[config.mk]
export PLATFORM = sky130hd
export DESIGN_NAME = shrc_top
export DESIGN_NICKNAME = d
export VERILOG_FILES = /design/src/shrc_pkg.sv /design/src/shrc_top.sv
export SDC_FILE = /design/constraint.sdc
export NUM_CORES = 1
export LEC_CHECK = 0
export BUFFER_PORTS_ARGS = -buffer_cell sky130_fd_sc_hd__buf_2
export CORE_UTILIZATION = 58
export CTS_CLUSTER_SIZE = 10
export DETAILED_ROUTE_END_ITERATION = 12
export HOLD_SLACK_MARGIN = 0.03
export PLACE_DENSITY = 0.76
export RECOVER_POWER = 100
export SLEW_MARGIN = 20
export SYNTH_ARGS = -nofsm -noshare
export SYNTH_HDL_FRONTEND = slang
export SYNTH_SLANG_ARGS = --single-unit
[constraint.sdc]
create_clock -name core_clk -period 2.6 [get_ports core_clk]
set_input_delay 0.39 -clock core_clk [delete_from_list [all_inputs] [get_ports core_clk]]
set_output_delay 0.39 -clock core_clk [all_outputs]
set_load 0.02 [all_outputs]
[src/shrc_pkg.sv]
// Package: constants, states and carrier types of the stop/halt recovery control
package shrc_pkg;
    localparam int unsigned SHRC_NPINS = 60;
    localparam int unsigned SHRC_PORT8_CNT = 7;
    localparam int unsigned SHRC_PORT4_W = 4;
    localparam logic [6:0] SHRC_RC_CYC = 7'h42;
    localparam logic [4:0] SHRC_SYS_CYC = 5'h10;
    localparam int unsigned SHRC_CLK_PS = 4000;
    localparam int unsigned SHRC_GLITCH_PS = 10000;
    localparam int unsigned SHRC_FILT_INT =
        (SHRC_GLITCH_PS + SHRC_CLK_PS - 1) / SHRC_CLK_PS;
    localparam logic [1:0] SHRC_FILT_CYC = SHRC_FILT_INT[1:0];
    localparam logic [15:0] SHRC_VEC_LO = 16'h0002;
    localparam logic [15:0] SHRC_VEC_HI = 16'h0003;
    localparam logic [2:0] SHRC_A_CTRL = 3'h0;
    localparam logic [2:0] SHRC_A_WDTCTL = 3'h1;
    localparam logic [2:0] SHRC_A_SMRE_LO = 3'h2;
    localparam logic [2:0] SHRC_A_SMRE_HI = 3'h3;
    localparam logic [2:0] SHRC_A_PIN_LO = 3'h4;
    localparam logic [2:0] SHRC_A_PIN_HI = 3'h5;
    localparam int unsigned SHRC_B_WDT_EN = 0;
    localparam int unsigned SHRC_B_WDT_STOP = 1;
    localparam int unsigned SHRC_B_WDT_IRQ = 2;
    localparam int unsigned SHRC_B_BOR_STOP = 3;
    localparam int unsigned SHRC_B_STOPF = 0;
    localparam int unsigned SHRC_B_WDTF = 1;
    localparam int unsigned SHRC_B_PORF = 2;
    localparam int unsigned SHRC_B_EXTF = 3;
    localparam logic [3:0] SHRC_CTRL_RST = 4'h0;
    localparam logic [31:0] SHRC_SMRE_RST = 32'h0000_0000;

    typedef enum logic [2:0] {
        SHRC_RUN, SHRC_HALT, SHRC_STOP, SHRC_REC_RC, SHRC_REC_SYS
    } shrc_state_t;

    typedef struct packed {
        logic stop_exec;
        logic halt_exec;
        logic any_irq;
        logic wdt_timeout;
        logic por_bor;
        logic ext_reset;
        logic wdt_rc_tick;
        logic irq_enable;
        logic wdt_irq_ack;
    } shrc_evt_t;

    typedef struct packed {
        logic osc_en;
        logic sys_clk_en;
        logic core_run;
        logic core_rst;
        logic full_rst;
        logic wdt_rc_en;
        logic wdt_run;
        logic bor_en;
        logic periph_idle;
    } shrc_pwr_t;
endpackage

[src/shrc_top.sv]
// Stop and halt mode control with recovery sequencing and wake filtering
//
// Implementation choices: the register addresses and the Avalon-MM slave port.
`timescale 1ns/1ps
// Operation
// - Stop instruction from the core puts the device into stop mode.
// - Recovery holds reset 66 RC ticks, then 16 system clocks.
// - Recovery touches only watchdog control; other state kept.
// - After recovery the core loads the vector at 0002h/0003h.
// - Every recovery from stop sets the stop flag; a full reset clears it.
// - Watchdog timeout in stop recovers and sets watchdog and stop flags.
// - Watchdog in interrupt mode recovers, then interrupt served if enabled.
// - Each pin selectable as wake source; any edge on enabled pin wakes.
// - Wake path rejects pulses shorter than about 10 ns.
// - Input data registers frozen in stop; resample after recovery delay.
// - Stop halts oscillator, drives XIN high, XOUT low, stops clock and core.
// - Watchdog and RC oscillator run in stop only if enabled for it.
// - Brown-out detector active in stop only if its option enables it.
// - Other peripherals idle during stop.
// - Halt stops the core while oscillator and system clock keep running.
// - Halt keeps RC oscillator, watchdog if enabled, and peripherals running.
// - Halt exits on interrupt, watchdog timeout, POR/BOR or external reset.
// - Seven 8-bit ports and one 4-bit port, each pin individual.
// - POR/BOR beats every other source and gives a full system reset.
module shrc_top
    import shrc_pkg::*;
(
    input wire logic core_clk,
    input wire logic rst_b,
    input wire logic [2:0] avs_address,
    input wire logic avs_read,
    input wire logic avs_write,
    input wire logic [31:0] avs_writedata,
    output logic [31:0] avs_readdata,
    output logic avs_waitrequest,
    input wire shrc_evt_t evt,
    input wire logic [SHRC_NPINS-1:0] gpio_in,
    output logic [SHRC_NPINS-1:0] port_input_data_reg,
    output logic pin_change,
    output shrc_pwr_t pwr,
    output logic xin_o,
    output logic xin_oe_b,
    output logic xout_o,
    output logic xout_oe_b,
    output logic vector_fetch,
    output logic [15:0] vector_addr_lo,
    output logic [15:0] vector_addr_hi,
    output logic wdt_irq_req,
    output shrc_state_t mode
);
    shrc_state_t state_r;
    logic [6:0] rc_cnt_r;
    logic [4:0] sys_cnt_r;
    logic [3:0] ctrl_r;
    logic [31:0] smre_lo_r;
    logic [27:0] smre_hi_r;
    logic stopf_r, wdtf_r, porf_r, extf_r;
    logic full_r;
    logic wdt_pend_r;
    logic ack_r;
    logic vec_r;
    logic [SHRC_NPINS-1:0] filt_r;
    logic [SHRC_NPINS-1:0] ref_r;
    logic [SHRC_NPINS-1:0] smre;
    logic [SHRC_NPINS-1:0] pin_nxt;
    logic gpio_wake, wdt_live, wdt_wake, go_full, rec_done;
    logic wr_hit, rd_hit, clr_stop, clr_wdt, clr_por, clr_ext;

    assign smre = {smre_hi_r, smre_lo_r};

    // Filter per pin: a change must stand SHRC_FILT_CYC clocks
    genvar gi;
    generate
        for (gi = 0; gi < SHRC_NPINS; gi++) begin : g_filt
            logic [1:0] cnt_r;
            always_ff @(posedge core_clk or negedge rst_b) begin
                if (!rst_b) begin
                    cnt_r <= 2'h0;
                    filt_r[gi] <= 1'b0;
                end else if (gpio_in[gi] == filt_r[gi]) begin
                    cnt_r <= 2'h0;
                end else if (cnt_r == SHRC_FILT_CYC - 2'h1) begin
                    cnt_r <= 2'h0;
                    filt_r[gi] <= gpio_in[gi];
                end else begin
                    cnt_r <= cnt_r + 2'h1;
                end
            end
        end
    endgenerate

    assign wdt_live = ctrl_r[SHRC_B_WDT_EN] &
        ((state_r != SHRC_STOP) | ctrl_r[SHRC_B_WDT_STOP]);
    assign wdt_wake = (state_r == SHRC_STOP) & evt.wdt_timeout &
        wdt_live;
    assign gpio_wake = (state_r == SHRC_STOP) &
        (|((filt_r ^ ref_r) & smre));
    // Watchdog in reset mode in run or halt is a full system reset
    assign go_full = evt.por_bor | evt.ext_reset |
        (evt.wdt_timeout & wdt_live & ~ctrl_r[SHRC_B_WDT_IRQ] &
         (state_r == SHRC_RUN || state_r == SHRC_HALT));
    assign rec_done = (state_r == SHRC_REC_SYS) &
        (sys_cnt_r == SHRC_SYS_CYC - 5'h1);

    // Full reset outranks every mode change

    always_ff @(posedge core_clk or negedge rst_b) begin
        if (!rst_b) begin
            state_r <= SHRC_REC_RC;
        end else if (go_full) begin
            state_r <= SHRC_REC_RC;
        end else begin
            unique case (state_r)
                SHRC_RUN: begin
                    if (evt.stop_exec) begin
                        state_r <= SHRC_STOP;
                    end else if (evt.halt_exec) begin
                        state_r <= SHRC_HALT;
                    end
                end
                SHRC_HALT: begin
                    if (evt.any_irq | (evt.wdt_timeout & wdt_live)) begin
                        state_r <= SHRC_RUN;
                    end
                end
                SHRC_STOP: begin
                    if (wdt_wake | gpio_wake) begin
                        state_r <= SHRC_REC_RC;
                    end
                end
                SHRC_REC_RC: begin
                    if (evt.wdt_rc_tick && rc_cnt_r == SHRC_RC_CYC - 7'h1) begin
                        state_r <= SHRC_REC_SYS;
                    end
                end
                SHRC_REC_SYS: begin
                    if (rec_done) begin
                        state_r <= SHRC_RUN;
                    end
                end
            endcase
        end
    end

    // Two counters in sequence: RC ticks, then system clocks
    always_ff @(posedge core_clk or negedge rst_b) begin
        if (!rst_b) begin
            rc_cnt_r <= 7'h00;
            sys_cnt_r <= 5'h00;
        end else if (go_full || state_r != SHRC_REC_RC &&
                     state_r != SHRC_REC_SYS) begin
            rc_cnt_r <= 7'h00;
            sys_cnt_r <= 5'h00;
        end else if (state_r == SHRC_REC_RC) begin
            if (evt.wdt_rc_tick) begin
                rc_cnt_r <= rc_cnt_r + 7'h01;
            end
        end else begin
            sys_cnt_r <= sys_cnt_r + 5'h01;
        end
    end

    // Remembers whether the pending recovery is a full system reset
    always_ff @(posedge core_clk or negedge rst_b) begin
        if (!rst_b) begin
            full_r <= 1'b1;
        end else if (go_full) begin
            full_r <= 1'b1;
        end else if (state_r == SHRC_STOP) begin
            full_r <= 1'b0;
        end
    end

    // Wake reference is the filtered level seen when stop begins
    always_ff @(posedge core_clk or negedge rst_b) begin
        if (!rst_b) begin
            ref_r <= '0;
        end else if (state_r != SHRC_STOP) begin
            ref_r <= filt_r;
        end
    end

    // Input data frozen through stop and the recovery delay
    assign pin_nxt = gpio_in;
    always_ff @(posedge core_clk or negedge rst_b) begin
        if (!rst_b) begin
            port_input_data_reg <= '0;
            pin_change <= 1'b0;
        end else if (state_r == SHRC_RUN || state_r == SHRC_HALT) begin
            port_input_data_reg <= pin_nxt;
            pin_change <= |(pin_nxt ^ port_input_data_reg);
        end else begin
            pin_change <= 1'b0;
        end
    end

    // Avalon slave: one wait cycle on every access
    assign avs_waitrequest = (avs_read | avs_write) & ~ack_r;
    assign wr_hit = avs_write & ack_r;
    assign rd_hit = avs_read & ~ack_r;
    assign clr_stop = wr_hit && avs_address == SHRC_A_WDTCTL &&
        avs_writedata[SHRC_B_STOPF];
    assign clr_wdt = wr_hit && avs_address == SHRC_A_WDTCTL &&
        avs_writedata[SHRC_B_WDTF];
    assign clr_por = wr_hit && avs_address == SHRC_A_WDTCTL &&
        avs_writedata[SHRC_B_PORF];
    assign clr_ext = wr_hit && avs_address == SHRC_A_WDTCTL &&
        avs_writedata[SHRC_B_EXTF];

    always_ff @(posedge core_clk or negedge rst_b) begin
        if (!rst_b) begin
            ack_r <= 1'b0;
        end else begin
            ack_r <= (avs_read | avs_write) & ~ack_r;
        end
    end

    // Loaded in the wait cycle so data stand when waitrequest drops
    always_ff @(posedge core_clk or negedge rst_b) begin
        if (!rst_b) begin
            avs_readdata <= 32'h0000_0000;
        end else if (rd_hit) begin
            unique case (avs_address)
                SHRC_A_CTRL: avs_readdata <= {28'h0, ctrl_r};
                SHRC_A_WDTCTL: avs_readdata <= {25'h0, state_r,
                    extf_r, porf_r, wdtf_r, stopf_r};
                SHRC_A_SMRE_LO: avs_readdata <= smre_lo_r;
                SHRC_A_SMRE_HI: avs_readdata <= {4'h0, smre_hi_r};
                SHRC_A_PIN_LO: avs_readdata <= port_input_data_reg[31:0];
                SHRC_A_PIN_HI: avs_readdata <= {4'h0,
                    port_input_data_reg[SHRC_NPINS-1:32]};
                default: avs_readdata <= 32'h0000_0000;
            endcase
        end
    end

    // Configuration survives recovery, reset only by a full reset
    always_ff @(posedge core_clk or negedge rst_b) begin
        if (!rst_b) begin
            ctrl_r <= SHRC_CTRL_RST;
            smre_lo_r <= SHRC_SMRE_RST;
            smre_hi_r <= SHRC_SMRE_RST[27:0];
        end else if (pwr.full_rst) begin
            ctrl_r <= SHRC_CTRL_RST;
            smre_lo_r <= SHRC_SMRE_RST;
            smre_hi_r <= SHRC_SMRE_RST[27:0];
        end else if (wr_hit) begin
            if (avs_address == SHRC_A_CTRL) begin
                ctrl_r <= avs_writedata[3:0];
            end
            if (avs_address == SHRC_A_SMRE_LO) begin
                smre_lo_r <= avs_writedata;
            end
            if (avs_address == SHRC_A_SMRE_HI) begin
                smre_hi_r <= avs_writedata[27:0];
            end
        end
    end

    // Cause flags: a hardware set wins over a software clear
    always_ff @(posedge core_clk or negedge rst_b) begin
        if (!rst_b) begin
            stopf_r <= 1'b0;
            wdtf_r <= 1'b0;
            porf_r <= 1'b1;
            extf_r <= 1'b0;
        end else if (go_full) begin
            stopf_r <= 1'b0;
            wdtf_r <= ~evt.por_bor & ~evt.ext_reset;
            porf_r <= evt.por_bor;
            extf_r <= ~evt.por_bor & evt.ext_reset;
        end else begin
            if (wdt_wake | gpio_wake) begin
                stopf_r <= 1'b1;
            end else if (clr_stop) begin
                stopf_r <= 1'b0;
            end
            if (wdt_wake) begin
                wdtf_r <= 1'b1;
            end else if (clr_wdt) begin
                wdtf_r <= 1'b0;
            end
            if (clr_por) begin
                porf_r <= 1'b0;
            end
            if (clr_ext) begin
                extf_r <= 1'b0;
            end
        end
    end

    // Watchdog interrupt held through recovery, raised once core runs
    always_ff @(posedge core_clk or negedge rst_b) begin
        if (!rst_b) begin
            wdt_pend_r <= 1'b0;
        end else if (go_full) begin
            wdt_pend_r <= 1'b0;
        end else if (wdt_wake & ctrl_r[SHRC_B_WDT_IRQ]) begin
            wdt_pend_r <= 1'b1;
        end else if (evt.wdt_irq_ack) begin
            wdt_pend_r <= 1'b0;
        end
    end
    assign wdt_irq_req = wdt_pend_r & evt.irq_enable &
        (state_r == SHRC_RUN || state_r == SHRC_HALT);

    // Vector pulse marks the first run cycle after any recovery
    always_ff @(posedge core_clk or negedge rst_b) begin
        if (!rst_b) begin
            vec_r <= 1'b0;
        end else begin
            vec_r <= rec_done & ~go_full;
        end
    end
    assign vector_fetch = vec_r;
    assign vector_addr_lo = SHRC_VEC_LO;
    assign vector_addr_hi = SHRC_VEC_HI;

    // Power controls decoded straight from the registered mode, control bits and full_r
    always_comb begin
        pwr.osc_en = (state_r != SHRC_STOP);
        pwr.sys_clk_en = (state_r != SHRC_STOP) &&
            (state_r != SHRC_REC_RC);
        pwr.core_run = (state_r == SHRC_RUN);
        pwr.core_rst = (state_r == SHRC_REC_RC) ||
            (state_r == SHRC_REC_SYS);
        pwr.full_rst = pwr.core_rst & full_r;
        pwr.wdt_rc_en = (state_r != SHRC_STOP) ||
            (ctrl_r[SHRC_B_WDT_EN] & ctrl_r[SHRC_B_WDT_STOP]);
        pwr.wdt_run = wdt_live;
        pwr.bor_en = (state_r != SHRC_STOP) ||
            ctrl_r[SHRC_B_BOR_STOP];
        pwr.periph_idle = (state_r == SHRC_STOP) ||
            pwr.core_rst;
    end

    // Oscillator pins driven only while stopped
    assign xin_o = 1'b1;
    assign xout_o = 1'b0;
    assign xin_oe_b = (state_r != SHRC_STOP);
    assign xout_oe_b = (state_r != SHRC_STOP);
    assign mode = state_r;
endmodule

==> impl_metrics.yaml <==
status:
  status: "finished, violations left"
  violations: "max-capacitance violations, max-slew violations"
pwr:
  power.total_mw: 20.8
  ir_drop_mv: 0.620
  p_leak_nw: 9.38
  power.density_nw_per_um2: 972
drt:
  wl_met2_um: 24000
  maxUsedRoutingLayer: "met4"
  ant_nets: 0
  drc: 0
  wl_met1_um: 20700
  viasPerCell: 5.97
  avgRoutedWirePerCell_um: 21.8
  wl_met3_um: 4580
  routed_wl_um: 51300
  drtIter0Drc: 1095
  num_vias: 14076
  firstDrtPassIters: 5
cells_and_area:
  most-common-layout-cells: "415 x dfrtp_1, 359 x nand2_1, 125 x mux2_2"
  drive_above_1_share_pct: 17.2
  largest_reg_flops: 120
  layout_commonest_cell: "dfrtp_1"
  stdcell_count: 2357
  regMostFlops: "g_filt.cnt_r"
  nNetsFinal: 2053
  final_area_um2: 21400
  area_growth_syn_to_layout_pct: 13.9
placed_design:
  place_congestion: 0.893
  post-place-cells: 2292
  io_buffers: 217
  dp_hpwl_um: 36500
  placed_cell_area_um2: 20300
setup_path:
  cp_slowest_cell: "dfstp_2"
  r2r-end: "port_input_data_reg[42]"
  crit_start: "mode[1]"
  crit_family: "flip-flops"
  r2r_start: "mode[1]"
  crit_chain: "nand2_1 > nor2_4 > nand2_1 > and2_1 > clkbuf_2"
  crit_top_cell: "nand2_1"
  worstSetupPathType: "flop to output port"
  worst_setup_path_end_kind: "output port"
  worstRegToRegCells: 3
  critPathLaunchType: "flop"
  cp.depth: 5
  max_stage_delay_ps: 710
  endpoint: "pwr[2]"
  required_ps: 2210
  cp_max_fo: 16
  r2r_slack_ps: 240
  cp_data_arrival_time_ps: 2070
  path_buf_inv: 1
floorplanning:
  die_area_um2: 33200
  fp-row-count: 65
  die_h_um: 182
  pin_count: 252
  coreArea_um2: 31700
  die_x_um: 182
  initial_core_util_pct: 59.3
global_route:
  grt_overflow: 0
  grt_pass1_vias: 14062
  antenna_found_initial: 1
  grt_max_degree: 74
  grt_pass1_wl_um: 80100
  grt_usage_pct: 31.6
sta:
  fin_skew_ps: 17.3
  min_period_over_period_pct: 94.5
  rsz0062_at_grt: "no"
  max_freq_ghz: 0.407
  fin_setup_tns_ps: 0
  hold_slack_ps: 78.1
  slew_violations: 69
  finalHoldViolations: 0
  min_period_ps: 2460
  slew_headroom_pct: -22.2
  setup_violations: 0
  worst_pin_slew_ps: 1830
synthesis:
  synthFlopType: "dfrtp_1"
  synth_cells: 1708
  syn_area_um2: 18800
  ys_warn_count: 0
  ys_ff_latch: 420
  synth.area.top_cells: "dfrtp_1 55%, mux2_2 7.5%, nand2_1 7.2%, xnor2_1 4.9%, xor2_1 3.8%"
  synth-async-reset-ratio_pct: 100
  synth_edf_count: 0
  yosys.area.top_type: "dfrtp_1"
  synth-seq-area-share_pct: 55.9
  avgSynthCellArea_um2: 11.0
  yosysTopAreaCellShare_pct: 55.3
  ys_types: 53
clocking:
  root_buffer: "clkbuf_16"
  htreeDepth: 2
  numCtsBuffers: 48
  clk_pin_slew_ps: 50
  cts_tree: "done"
  cts_max_path_buffers: 3
  clock_sinks: 420
  post_cts_buffers: 0
  clk_latency_ps: 540
worst_hold_path:
  hp-class: "input pin to flop"
  hold_start: "evt[3]"
job:
  max-cap-violations: 1
==> metal layers <==
metal	up-vias	global-route usage (%)
li1	6238	-
met1	7013	43.1
met2	712	50.5
met3	113	6.11
met4	0	12.0
met5	-	0
==> per-stage QoR <==
stage / utilization, % / setup slack [ps]
floorplan: - / 335
global placement: 64.0 / 595
detailed placement: 64.0 / 515
CTS: 68.2 / 61.7
global route: 67.6 / 34.0
finish: 67.6 / 144
==> where the power goes <==
group / total [mW] / switching, mW / internal [mW]
registers: 10.3 / 1.83 / 8.46
logic: 4.63 / 2.32 / 2.31
clock network: 5.92 / 2.43 / 3.49
total: 20.8 / 6.58 / 14.3
==> how the worst min path moves through the flow <==
| stage | end | slack, ps | depth (start not counted) |
|---|---|---|---|
| 2_1_floorplan | ack_r | 90 | 0 |
| 5_1_grt | mode[2] | 80 | 2 |
| 4_1_cts | mode[2] | 70 | 2 |
| 3_3_place_gp | g_filt[22].cnt_r[0] | 420 | 1 |
| 6_report | mode[2] | 80 | 2 |
| 3_5_place_dp | g_filt[22].cnt_r[1] | 410 | 1 |
==> cells in the mapped netlist (6+ instances only) <==
cell      count
dfrtp_1     416
a221oi_1     22
nor2_1       29
a22o_1       21
nand3_1       6
clkbuf_1     18
xnor2_1     106
nor3b_1      60
nor4_1       10
a22oi_1      40
xor2_1       81
nand2b_1     30
nand2_1     359
nand4_1      22
nor2b_1      34
buf_2        29
nor3_1       66
mux2i_1      14
o21ai_0      33
mux2_2      125
a21oi_1      71
buf_4        52
==> logic make-up after synthesis <==
kind of cell             count (synthesis)  share of synthesized area [%]
AO/OA/AOI/OAI                          208                           7.15
XOR/XNOR                               187                           8.70
adder cells (fa/ha/maj)                  4                          0.266
buffers and inverters                  108                           3.39
flip-flops                             420                           55.9
multiplexers                           140                           8.34
other                                    2                         0.0399
AND/OR/NAND/NOR                        639                           16.2
==> what timing repair did <==
item,in CTS,in global routing
endpoints found under the hold margin,64,0
endpoints found under the setup margin,0,2
hold buffers,1,0
gates resized for setup,0,1
==> cell type report <==
class | instances | area (um2)
timing repair buffer | 252 | 1270
multi-input combinational | 1212 | 7800
antenna | 1 | 2.50
inverter | 7 | 26.3
clock inverter | 1 | 30.0
fill | 2412 | 10300
tap | 402 | 503
clock buffer | 62 | 1280
sequential | 420 | 10500
Power figures use the tool's default switching activity.
